<file path="config.mk">
export PLATFORM = sky130hd
export DESIGN_NAME = tmctl_timer2
export DESIGN_NICKNAME = d
export VERILOG_FILES = /design/src/core/tmctl_timer2.v
export VERILOG_INCLUDE_DIRS = /design/src /design/src/core
export SDC_FILE = /design/constraint.sdc
export NUM_CORES = 1
export LEC_CHECK = 0
export CAP_MARGIN = 0
export CORE_MARGIN = 5
export CORE_UTILIZATION = 30
export DETAILED_ROUTE_END_ITERATION = 7
export DONT_BUFFER_PORTS = 1
export GPL_TIMING_DRIVEN = 1
export MAX_ROUTING_LAYER = met4
export SYNTH_ARGS = -nofsm -noshare
export SYNTH_HDL_FRONTEND = slang
export SYNTH_SLANG_ARGS = --single-unit
</file>
<file path="constraint.sdc">
create_clock -name clk -period 2.3 [get_ports clk]
set_clock_uncertainty 0.1 [all_clocks]
set_input_delay 0.23 -clock clk [delete_from_list [all_inputs] [get_ports clk]]
set_output_delay 0.23 -clock clk [all_outputs]
set_load 0.005 [all_outputs]
</file>
<file path="src/core/tmctl_regs.vh">
// register map, field positions and timing counts of the timer 2 mode control block
// assumes a 20 MHz system clock standing in for the oscillator
`ifndef TMCTL_REGS_VH
`define TMCTL_REGS_VH
// byte addresses on the axi4-lite bus
`define TMCTL_ADDR_CTRL 8'h00
`define TMCTL_ADDR_CNTL 8'h04
`define TMCTL_ADDR_CNTH 8'h08
`define TMCTL_ADDR_RLDL 8'h0C
`define TMCTL_ADDR_RLDH 8'h10
`define TMCTL_ADDR_STAT 8'h14
`define TMCTL_ADDR_MASK 8'h18
// control register fields
`define TMCTL_CTL_CPRL 0
`define TMCTL_CTL_CSEL 1
`define TMCTL_CTL_RUN 2
`define TMCTL_CTL_TEN 3
`define TMCTL_CTL_TX_CLOCK_SELECT 4
`define TMCTL_CTL_RCLK 5
`define TMCTL_CTL_EXF 6
`define TMCTL_CTL_TF 7
// status / mask fields
`define TMCTL_ST_OVF 0
`define TMCTL_ST_TRG 1
`define TMCTL_ST_BAUD 2
// reset values
`define TMCTL_CTRL_RST 8'h00
`define TMCTL_MASK_RST 3'h0
// prescale: oscillator periods per machine cycle and per state time
`define TMCTL_MC_DIV 12
`define TMCTL_ST_DIV 2
`define TMCTL_PRE_W 4
// axi responses
`define TMCTL_RESP_OKAY 2'h0
`define TMCTL_RESP_SLVERR 2'h2
`endif

</file>
<file path="src/core/tmctl_timer2.v">
// timer 2 counting and mode control with an axi4-lite register slave
// assumes asynchronous external pins, resynchronised here, and a single 20 MHz clock; clk is the oscillator
`include "tmctl_regs.vh"
`default_nettype none
module tmctl_timer2 (
    input wire clk,
    input wire resetn,
    input wire [7:0] s_axi_awaddr,
    input wire s_axi_awvalid,
    output reg s_axi_awready,
    input wire [31:0] s_axi_wdata,
    input wire [3:0] s_axi_wstrb,
    input wire s_axi_wvalid,
    output reg s_axi_wready,
    output reg [1:0] s_axi_bresp,
    output reg s_axi_bvalid,
    input wire s_axi_bready,
    input wire [7:0] s_axi_araddr,
    input wire s_axi_arvalid,
    output reg s_axi_arready,
    output reg [31:0] s_axi_rdata,
    output reg [1:0] s_axi_rresp,
    output reg s_axi_rvalid,
    input wire s_axi_rready,
    input wire event_count_pin,
    input wire trigger_pin,
    output reg rx_baud_tick,
    output reg tx_baud_tick,
    output reg irq
);
    // architectural registers first, then the bus holding state
    reg [7:0] timer_control_reg_ff;
    reg [7:0] count_low_ff;
    reg [7:0] count_high_ff;
    reg [7:0] reload_value_low_ff;
    reg [7:0] reload_value_high_ff;
    reg [2:0] stat_ff;
    reg [2:0] mask_ff;
    reg [`TMCTL_PRE_W-1:0] pre_ff;
    reg [1:0] cnt_sync_ff;
    reg [1:0] trg_sync_ff;
    reg cnt_last_ff;
    reg trg_last_ff;
    // write channel halves are held here until both have arrived
    reg aw_ok_ff;
    reg w_ok_ff;
    reg [7:0] aw_addr_ff;
    reg [31:0] wdata_ff;
    reg [3:0] wstrb_ff;

    // address decode shared by read and write paths
    function addr_hit;
        input [7:0] a;
        begin
            addr_hit = (a == `TMCTL_ADDR_CTRL) || (a == `TMCTL_ADDR_CNTL) ||
                       (a == `TMCTL_ADDR_CNTH) || (a == `TMCTL_ADDR_RLDL) ||
                       (a == `TMCTL_ADDR_RLDH) || (a == `TMCTL_ADDR_STAT) ||
                       (a == `TMCTL_ADDR_MASK);
        end
    endfunction

    // control field taps; a serial clock select overrides the capture bit
    wire cpr = timer_control_reg_ff[`TMCTL_CTL_CPRL];
    wire count_source_select = timer_control_reg_ff[`TMCTL_CTL_CSEL];
    wire run_control = timer_control_reg_ff[`TMCTL_CTL_RUN];
    wire trigger_enable = timer_control_reg_ff[`TMCTL_CTL_TEN];
    wire tx_clock_select = timer_control_reg_ff[`TMCTL_CTL_TX_CLOCK_SELECT];
    wire rx_clock_select = timer_control_reg_ff[`TMCTL_CTL_RCLK];
    wire baud_mode = tx_clock_select | rx_clock_select;
    wire capture_not_reload = cpr & ~baud_mode;

    // falling edges judged from the second sync stage only
    wire cnt_fall = cnt_last_ff & ~cnt_sync_ff[1];
    wire trg_fall = trg_last_ff & ~trg_sync_ff[1];

    // prescaler: 12 clocks per machine cycle, 2 per state time in baud mode
    // terminal counts are cut to the prescaler width on purpose; both fit in it
    localparam [31:0] PRE_MC_FULL = `TMCTL_MC_DIV - 1;
    localparam [31:0] PRE_ST_FULL = `TMCTL_ST_DIV - 1;
    wire [`TMCTL_PRE_W-1:0] pre_top = baud_mode ? PRE_ST_FULL[`TMCTL_PRE_W-1:0] :
                                                  PRE_MC_FULL[`TMCTL_PRE_W-1:0];
    // >= rather than == so a switch to the shorter prescale never runs past the top
    wire pre_tick = (pre_ff >= pre_top);
    // external edges stand in for the prescaler, which then runs unused
    wire step_src = count_source_select ? cnt_fall : pre_tick;
    wire step = run_control & step_src;
    wire [15:0] count = {count_high_ff, count_low_ff};
    wire [15:0] reload = {reload_value_high_ff, reload_value_low_ff};
    wire rollover = step & (count == 16'hFFFF);
    // trigger acts only while enabled and not feeding the serial port
    wire trg_act = trg_fall & trigger_enable & ~baud_mode;
    wire trg_seen = trg_fall & trigger_enable; // flag still sets in baud mode

    // axi write handshake
    wire aw_take = s_axi_awvalid & s_axi_awready;
    wire w_take = s_axi_wvalid & s_axi_wready;
    wire aw_have = aw_ok_ff | aw_take;
    wire w_have = w_ok_ff | w_take;
    wire wr_go = aw_have & w_have & ~s_axi_bvalid;
    wire [7:0] wr_addr = aw_ok_ff ? aw_addr_ff : s_axi_awaddr;
    wire [31:0] wr_data = w_ok_ff ? wdata_ff : s_axi_wdata;
    wire [3:0] wr_strb = w_ok_ff ? wstrb_ff : s_axi_wstrb;
    wire wr_b0 = wr_go & wr_strb[0];
    wire sw_ctrl = wr_b0 & (wr_addr == `TMCTL_ADDR_CTRL);
    wire sw_cntl = wr_b0 & (wr_addr == `TMCTL_ADDR_CNTL);
    wire sw_cnth = wr_b0 & (wr_addr == `TMCTL_ADDR_CNTH);
    wire sw_stat = wr_b0 & (wr_addr == `TMCTL_ADDR_STAT);

    // event set and write-one-to-clear, set wins
    // baud rollover gets a bit of its own since it must leave the overflow bit alone
    wire [2:0] ev = {rollover & baud_mode, trg_seen, rollover & ~baud_mode};
    wire [2:0] w1c = sw_stat ? wr_data[2:0] : 3'h0;
    wire [2:0] nxt_stat = (stat_ff & ~w1c) | ev;

    // control flags mirror overflow and trigger; they too keep set over clear
    reg [7:0] nxt_ctrl;
    always @* begin
        nxt_ctrl = timer_control_reg_ff;
        if (sw_ctrl) begin
            nxt_ctrl = wr_data[7:0];
        end
        if (rollover & ~baud_mode) begin
            nxt_ctrl[`TMCTL_CTL_TF] = 1'b1;
        end
        if (trg_seen) begin
            nxt_ctrl[`TMCTL_CTL_EXF] = 1'b1;
        end
    end

    // counter: reload, capture, increment; software write has lowest priority
    // in capture mode a rollover wraps to zero and only raises the overflow flag
    reg [15:0] nxt_count;
    always @* begin
        nxt_count = count;
        if (sw_cntl) begin
            nxt_count[7:0] = wr_data[7:0];
        end
        if (sw_cnth) begin
            nxt_count[15:8] = wr_data[7:0];
        end
        if (step) begin
            nxt_count = count + 16'h0001;
        end
        if (rollover & ~capture_not_reload) begin
            nxt_count = reload;
        end
        if (trg_act & ~capture_not_reload) begin
            nxt_count = reload;
        end
    end

    // capture of the running count, or software load of the pair
    reg [15:0] nxt_reload;
    always @* begin
        nxt_reload = reload;
        if (wr_b0 && (wr_addr == `TMCTL_ADDR_RLDL)) begin
            nxt_reload[7:0] = wr_data[7:0];
        end
        if (wr_b0 && (wr_addr == `TMCTL_ADDR_RLDH)) begin
            nxt_reload[15:8] = wr_data[7:0];
        end
        if (trg_act & capture_not_reload) begin
            nxt_reload = count;
        end
    end

    // read mux
    reg [31:0] rd_mux;
    always @* begin
        rd_mux = 32'h00000000;
        case (s_axi_araddr)
            `TMCTL_ADDR_CTRL: rd_mux[7:0] = timer_control_reg_ff;
            `TMCTL_ADDR_CNTL: rd_mux[7:0] = count_low_ff;
            `TMCTL_ADDR_CNTH: rd_mux[7:0] = count_high_ff;
            `TMCTL_ADDR_RLDL: rd_mux[7:0] = reload_value_low_ff;
            `TMCTL_ADDR_RLDH: rd_mux[7:0] = reload_value_high_ff;
            `TMCTL_ADDR_STAT: rd_mux[2:0] = stat_ff;
            `TMCTL_ADDR_MASK: rd_mux[2:0] = mask_ff;
            default: rd_mux = 32'h00000000;
        endcase
    end

    // pin synchronisers and edge history, reset high to match the idle pins
    // so that leaving reset never fakes a falling edge
    always @(posedge clk) begin
        if (!resetn) begin
            cnt_sync_ff <= 2'h3;
            trg_sync_ff <= 2'h3;
            cnt_last_ff <= 1'b1;
            trg_last_ff <= 1'b1;
        end else begin
            cnt_sync_ff <= {cnt_sync_ff[0], event_count_pin};
            trg_sync_ff <= {trg_sync_ff[0], trigger_pin};
            cnt_last_ff <= cnt_sync_ff[1];
            trg_last_ff <= trg_sync_ff[1];
        end
    end

    // timer core; prescaler is cleared while stopped
    always @(posedge clk) begin
        if (!resetn) begin
            timer_control_reg_ff <= `TMCTL_CTRL_RST;
            count_low_ff <= 8'h00;
            count_high_ff <= 8'h00;
            reload_value_low_ff <= 8'h00;
            reload_value_high_ff <= 8'h00;
            stat_ff <= 3'h0;
            mask_ff <= `TMCTL_MASK_RST;
            pre_ff <= {`TMCTL_PRE_W{1'b0}};
            rx_baud_tick <= 1'b0;
            tx_baud_tick <= 1'b0;
            irq <= 1'b0;
        end else begin
            timer_control_reg_ff <= nxt_ctrl;
            {count_high_ff, count_low_ff} <= nxt_count;
            {reload_value_high_ff, reload_value_low_ff} <= nxt_reload;
            stat_ff <= nxt_stat;
            if (wr_b0 && (wr_addr == `TMCTL_ADDR_MASK)) begin
                mask_ff <= wr_data[2:0];
            end
            if (!run_control || pre_tick) begin
                pre_ff <= {`TMCTL_PRE_W{1'b0}};
            end else begin
                pre_ff <= pre_ff + {{(`TMCTL_PRE_W-1){1'b0}}, 1'b1};
            end
            rx_baud_tick <= rollover & rx_clock_select;
            tx_baud_tick <= rollover & tx_clock_select;
            // irq follows the next status so a clear drops it without an extra cycle
            irq <= |(nxt_stat & mask_ff);
        end
    end

    // axi4-lite slave: one write and one read at a time
    always @(posedge clk) begin
        if (!resetn) begin
            s_axi_awready <= 1'b1;
            s_axi_wready <= 1'b1;
            s_axi_bvalid <= 1'b0;
            s_axi_bresp <= `TMCTL_RESP_OKAY;
            s_axi_arready <= 1'b1;
            s_axi_rvalid <= 1'b0;
            s_axi_rresp <= `TMCTL_RESP_OKAY;
            s_axi_rdata <= 32'h00000000;
            aw_ok_ff <= 1'b0;
            w_ok_ff <= 1'b0;
            aw_addr_ff <= 8'h00;
            wdata_ff <= 32'h00000000;
            wstrb_ff <= 4'h0;
        end else begin
            if (aw_take) begin
                aw_addr_ff <= s_axi_awaddr;
            end
            if (w_take) begin
                wdata_ff <= s_axi_wdata;
                wstrb_ff <= s_axi_wstrb;
            end
            if (wr_go) begin
                aw_ok_ff <= 1'b0;
                w_ok_ff <= 1'b0;
                s_axi_bvalid <= 1'b1;
                s_axi_bresp <= addr_hit(wr_addr) ? `TMCTL_RESP_OKAY : `TMCTL_RESP_SLVERR;
                s_axi_awready <= 1'b0;
                s_axi_wready <= 1'b0;
            end else begin
                if (aw_take) begin
                    aw_ok_ff <= 1'b1;
                    s_axi_awready <= 1'b0;
                end
                if (w_take) begin
                    w_ok_ff <= 1'b1;
                    s_axi_wready <= 1'b0;
                end
                if (s_axi_bvalid && s_axi_bready) begin
                    s_axi_bvalid <= 1'b0;
                    s_axi_awready <= 1'b1;
                    s_axi_wready <= 1'b1;
                end
            end
            // read path runs beside the write path; arready stays low while data waits
            if (s_axi_arvalid && s_axi_arready) begin
                s_axi_arready <= 1'b0;
                s_axi_rvalid <= 1'b1;
                s_axi_rdata <= rd_mux;
                s_axi_rresp <= addr_hit(s_axi_araddr) ? `TMCTL_RESP_OKAY : `TMCTL_RESP_SLVERR;
            end else if (s_axi_rvalid && s_axi_rready) begin
                s_axi_rvalid <= 1'b0;
                s_axi_arready <= 1'b1;
            end
        end
    end
endmodule // tmctl_timer2
`default_nettype wire

</file>
* Yosys cells after proc, flatten, opt, wreduce, memory -nomap -nowiden
Index checks and enable logic that the tools add are counted.
** Operators by class
- Magnitude comparators :: 1
- $add $sub $neg :: 2
- Multiplexer cells :: 33
- Bitwise gates (word level) :: 36
- Reduce and logical (&&, ||, !) cells :: 35
- Eq/ne operators :: 13
** Operator list (number)
- 2-to-1 mux 16 bit :: 4
- 2-to-1 mux 8 bit :: 7
- equality test 8 x 5 -> 1 bit (second input constant) :: 6
- equality test 8 x 4 -> 1 bit (second input constant) :: 4
- case mux 5 bit (5 select lines) :: 1
- bitwise AND 1 bit :: 23
- case mux 3 bit (7 select lines) :: 1
- adder 16 x 1 -> 16 bit (second input constant) :: 1
- equality test 16 bit (second input constant) :: 1
- equality test 8 x 3 -> 1 bit (second input constant) :: 2
- logical NOT 8 bit :: 2
- 2-to-1 mux 1 bit :: 16
- logical OR 1 bit :: 13
- nonzero test 2 bit :: 6
- nonzero test 4 bit :: 2
- bitwise AND 3 bit :: 2
- logical AND 1 bit :: 6
- inverter 1 bit :: 6
- nonzero test 3 bit :: 2
- adder 4 x 1 -> 4 bit (second input constant) :: 1
- greater-or-equal comparator 4 bit :: 1
- 2-to-1 mux 2 bit :: 2
- 2-to-1 mux 4 bit :: 1
- OR reduction 2 bit :: 2
- other kinds (6) :: 8
** Storage, ports and cells
- Bits of input ports :: 61
- Output and inout port bits :: 44
- Logic and storage cells :: 150
- Register bits after elaboration :: 95

* Logic depth before layout (Yosys ltp)
- Depth in word-level cells :: 12
- Gate-level depth with buffers :: 11
- Depth with buffers taken out :: 9

* Worst setup path after synthesis
Ideal clock, no wire load.
- Path kind :: register -> register
- Start :: register timer_control_reg_ff[5]
- End :: register count_low_ff[1]
- Path slack :: -152 ps
- Path buffers :: 0
- Setup time :: 70 ps
- Arrival :: 2282 ps
- Cell stages (with the launch flop) :: 10
- Period minus slack after synthesis :: 2452 ps
- Cells stage by stage :: dfxtp_1 nor2_1 inv_1 ha_1 a211o_1 a211oi_2 nor2_1 a21oi_1 a2bb2o_1 a21oi_1
** Between the ends
- Word-level cells in the longest chain between the ends :: 9
** RTL lines
- from (decl) :: RTL line tmctl_timer2.v:32 : reg [7:0] timer_control_reg_ff;
- from (signal assigned) :: RTL line tmctl_timer2.v:202 : timer_control_reg_ff <= `TMCTL_CTRL_RST;
- from (signal assigned) :: RTL line tmctl_timer2.v:214 : timer_control_reg_ff <= nxt_ctrl;
- OR 1 bit * :: RTL line tmctl_timer2.v:69 : wire baud_mode = tx_clock_select | rx_clock_select;
- 2-to-1 mux 4 bit :: RTL line tmctl_timer2.v:80 : wire [`TMCTL_PRE_W-1:0] pre_top = baud_mode ? PRE_ST_FULL[`TMCTL_PRE_W-1:0] :
- greater-or-equal comparator 4 bit :: RTL line tmctl_timer2.v:83 : wire pre_tick = (pre_ff >= pre_top);
- 2-to-1 mux 1 bit :: RTL line tmctl_timer2.v:85 : wire step_src = count_source_select ? cnt_fall : pre_tick;
- bitwise AND 1 bit :: RTL line tmctl_timer2.v:86 : wire step = run_control & step_src;
- bitwise AND 1 bit :: RTL line tmctl_timer2.v:89 : wire rollover = step & (count == 16'hFFFF);
- bitwise AND 1 bit :: RTL line tmctl_timer2.v:144 : if (rollover & ~capture_not_reload) begin
- 2-to-1 mux 16 bit :: RTL line tmctl_timer2.v:144
- 2-to-1 mux 16 bit :: RTL line tmctl_timer2.v:147 : if (trg_act & ~capture_not_reload) begin
- to (signal assigned) :: RTL line tmctl_timer2.v:215 : {count_high_ff, count_low_ff} <= nxt_count;
- to (decl) :: RTL line tmctl_timer2.v:33 : reg [7:0] count_low_ff;
Mark *: on every way between the ends. The rest lies on a longest branch, timed or not.
A chain may end at the register's enable or synchronous reset.

* Worst setup path in the final report
- Start :: register timer_control_reg_ff[4]
- End :: register count_low_ff[6]
The elaborated chain is that of the path after synthesis.

==> results.md <==
- Outcome: complete, but fails checks
- Failing checks: negative setup slack
- Ports placed on the boundary: about 110
- Pin count of the biggest net entering global routing: 34
- Clock network latency to the later pin of the worst-skew pair: approximately 360 ps
- Length in cells of the worst reg-to-reg path: 11
- Avg Synthesized Cell Area: 8.39 sq um
- Final worst setup slack: -73.8 ps
- Endpoint type of the worst setup path: register
- Maximum clock insertion buffer count: 2
- IO buf count: 0
- Setup Total Neg Slack: -324 ps
- Total half-perimeter wirelength after legalization and detailed placement: around 11,000 microns
- Layout Nets: about 720
- Clock tree root buffer cell: sky130_fd_sc_hd__clkbuf_16
- Ratio of final minimum period to clock period: 103%
- Most used cell along the critical path: sky130_fd_sc_hd__a211o_1
- CTS sink cnt: just over 90
- WP data arrival: 2560 ps
- 1st-iter DRT viols: 421
- Vertical extent of the die: 139 microns
- YS warnings: 0
- Detail Route Antenna Nets: 0
- TritonCTS Buffers: 9
- Leakage power: around 2.3 nW
- Pins over their slew limit: 0
- GRT Resource Usage Total: approximately 16%
- Area Growth Syn to Fin: 22.5%
- Most common library cell in the layout ignoring fill and taps: sky130_fd_sc_hd__dfxtp_1
- Hold WC Path Type: input pin to register
- Worst-case register-to-register setup slack: -70 ps
- Actual transition at the worst max-transition pin: a little over 600 ps
- Max IR drop VDD: just under 0.3 mV
- RSZ-0062 raised after global routing: true
- Power per unit of standard cell area: between 500 and 600 nW/um^2
- Clock-pin transition on the worst setup and hold timing paths: 70 ps
- Critical Setup Path Class: register to register
- Initial core utilization: between 30% and 40%
- Maximum Capacitance Violations: 0
- Fraction of registers with async set or reset after synthesis: 0%
- Critical-path maximum fanout: 3
- GP Congestion: 0.932
- Standard-cell rows: 47
- Final hold slack: ~6.3 ps
- H-tree Lvls: 3
- Via count of the first global-routing pass: roughly 4,300
- Critical path origin: timer_control_reg_ff[4]$_SDFFE_PN0P_
- Start point of the worst hold path: resetn
- Overall power consumption: ~3.5 mW
- Worst endpoint required time: 2480 ps
- Fmax: approximately 420 MHz
- CTS tree: built
- Cell type group with the largest total delay on the critical path: compound AO/OA/AOI/OAI gates
- Number of iterations in the first detailed-routing pass: 5
- Most frequent cells in the layout: sky130_fd_sc_hd__dfxtp_1 (92), sky130_fd_sc_hd__nand2_1 (83), sky130_fd_sc_hd__buf_4 (53), sky130_fd_sc_hd__a21oi_1 (50), sky130_fd_sc_hd__o21ai_0 (44)
- Most instantiated flip-flop cell in the synthesis netlist: sky130_fd_sc_hd__dfxtp_1
- Fin crit period: 2370 ps
- Slowest cell on crit path: sky130_fd_sc_hd__dfxtp_2
- Reg2reg end: count_low_ff[6]$_SDFFE_PN0P_
- WL final: about 15,000 microns
- Layout cells sized above 1: a little under a fifth
- Worst Hold End: pre_ff[1]$_SDFF_PP0_
- Fraction of the yosys area taken by sequential cells: 37.3%
- Final core utilization: a little under two fifths
- Launching element type of the critical path: register
- Routed len/inst: around 17 microns
- Detailed-route vias per instance: approximately 5.2
- Crit-path cells: nor2_4 > inv_2 > ha_4 > a211o_1 > a211oi_4 > buf_4 > or2_4 > o21ai_4 > buf_6 > a211o_1 > a31oi_1
- Post-synthesis sequential element count: 93
- Gate count of the mapped netlist: 595
- Final Hold Viols: 0
- Setup violators final: 8
- Wire length of the first global-routing pass: approximately 24,000 microns
- Total grt overflow: 0
- Cell Area, Synth: between 4000 and 5000 sq um
- Combined buffer and inverter count along the critical path: 3
- Synth cell types: 67
- Die area: about 19,000 sq um
- Max transition margin: 58.3%
- Source of the worst register-to-register timing path: timer_control_reg_ff[4]$_SDFFE_PN0P_
- Count of inserted antenna diode cells: 0
- Placeable core area: ~16,000 sq um
- Largest incremental delay on the critical path: 340 ps
- Initial antenna violation count: 0
- DRC violations left: 0
- Die width: about 140 microns
- Cells on Worst Hold Path: 2
- Via count: between 4,000 and 5,000
- Number of synthesized flops with an enable pin: 0
final cells by class:
type	instances	area (sq um)
clock inverters	6	46.3
clock buffers	10	239
fillers	1688	10300
multi-input cells	456	2900
flip-flops and latches	93	1860
repair buffers	86	757
inverters	11	41.3
well taps	220	275
metrics by stage:
stage	instances	area, sq um	setup slack (ps)
floorplan	620	5110	35.9
global placement	838	5440	-85.5
detailed placement	838	5440	-108
CTS	883	6090	-50.9
global route	882	6120	-195
finish	882	6120	-73.8
per-layer routing:
metal | vias up | share of wire, % | GRT usage [%]
li1 | 2223 | - | -
met1 | 2119 | 47 | 22.4
met2 | 184 | 42 | 22.3
met3 | 21 | 8.8 | 3.90
met4 | 0 | 2.1 | 5.56
met5 | - | 0 | -
timing repair:
item | CTS | global route
hold buffers | 25 | 0
setup buffers | 4 | 0
endpoints found under the hold margin | 53 | 0
cloned | 0 | 0
gates resized for setup | 14 | 12
endpoints found under the setup margin | 17 | 17
pin swaps | 3 | 14
worst max-delay path by stage:
stage | to | slack [ps] | cells after the start
final | count_low_ff[6]$_SDFFE_PN0P_ | -70 | 11
after global routing | count_low_ff[6]$_SDFFE_PN0P_ | -190 | 11
after CTS | count_low_ff[6]$_SDFFE_PN0P_ | -50 | 11
after detailed placement | count_low_ff[0]$_SDFFE_PN0P_ | -110 | 11
after global placement | count_low_ff[5]$_SDFFE_PN0P_ | -90 | 9
after floorplan | count_low_ff[3]$_SDFFE_PN0P_ | 40 | 10
cell usage after synthesis, types with 4 or more instances:
| cell | instances | area [sq um] |
|---|---|---|
| sky130_fd_sc_hd__xor2_1 | 5 | 43.8 |
| sky130_fd_sc_hd__mux2_2 | 10 | 113 |
| sky130_fd_sc_hd__o211ai_1 | 10 | 75.1 |
| sky130_fd_sc_hd__nand3_1 | 10 | 50.1 |
| sky130_fd_sc_hd__inv_1 | 11 | 41.3 |
| sky130_fd_sc_hd__a311oi_1 | 4 | 35.0 |
| sky130_fd_sc_hd__xnor2_1 | 8 | 70.1 |
| sky130_fd_sc_hd__buf_2 | 8 | 40.0 |
| sky130_fd_sc_hd__or3_1 | 4 | 25.0 |
| sky130_fd_sc_hd__nand2b_1 | 10 | 62.6 |
| sky130_fd_sc_hd__a22oi_1 | 8 | 60.1 |
| sky130_fd_sc_hd__buf_4 | 27 | 203 |
| sky130_fd_sc_hd__dfxtp_1 | 93 | 1860 |
| sky130_fd_sc_hd__a21oi_1 | 52 | 260 |
| sky130_fd_sc_hd__nor2_1 | 32 | 120 |
| sky130_fd_sc_hd__a31oi_1 | 14 | 87.6 |
| sky130_fd_sc_hd__o21ai_1 | 4 | 20.0 |
| sky130_fd_sc_hd__ha_1 | 4 | 50.1 |
| sky130_fd_sc_hd__clkbuf_1 | 15 | 56.3 |
| sky130_fd_sc_hd__nand2_1 | 83 | 312 |
| sky130_fd_sc_hd__nand4_1 | 9 | 56.3 |
| sky130_fd_sc_hd__nor3_1 | 19 | 95.1 |
| sky130_fd_sc_hd__nor4_1 | 7 | 43.8 |
| sky130_fd_sc_hd__o21ai_0 | 48 | 240 |
| sky130_fd_sc_hd__mux2i_1 | 32 | 320 |
| sky130_fd_sc_hd__o221ai_1 | 7 | 61.3 |
report_power, final:
group,total [mW],switching [mW],internal (mW)
Sequential,1.69,0.0340,1.66
Clock,1.45,0.680,0.768
Combinational,0.388,0.224,0.164
Total,3.53,0.938,2.59
cells by family after synthesis:
kind of cell / after synthesis / share of synthesized area, %
buf+inv: 71 / 8.62
compound gates: 169 / 21.3
mux: 44 / 9.40
fa+ha+maj: 4 / 1.00
flops: 93 / 37.3
xor+xnor: 13 / 2.28
other cells: 1 / 0.0751
simple gates: 200 / 20.0
flip-flops by register name, summed over array words and instances (netlist names), 2 cells and up:
| register | flops |
|---|---|
| count_low_ff | 8 |
| reload_value_low_ff | 8 |
| aw_addr_ff | 8 |
| wdata_ff | 8 |
| pre_ff | 4 |
| cnt_sync_ff | 2 |
| s_axi_rdata | 8 |
| timer_control_reg_ff | 8 |
| mask_ff | 3 |
| count_high_ff | 8 |
| reload_value_high_ff | 8 |
| stat_ff | 3 |
| trg_sync_ff | 2 |
worst reg2reg max path: cells and delay by family (launching register included):
| kind | cells | cell delay (ps) |
|---|---|---|
| flops | 1 | 340 |
| compound gates | 5 | 1050 |
| buf+inv | 3 | 380 |
| simple gates | 2 | 250 |
| fa+ha+maj | 1 | 200 |
Power figures use the tool's default switching activity.
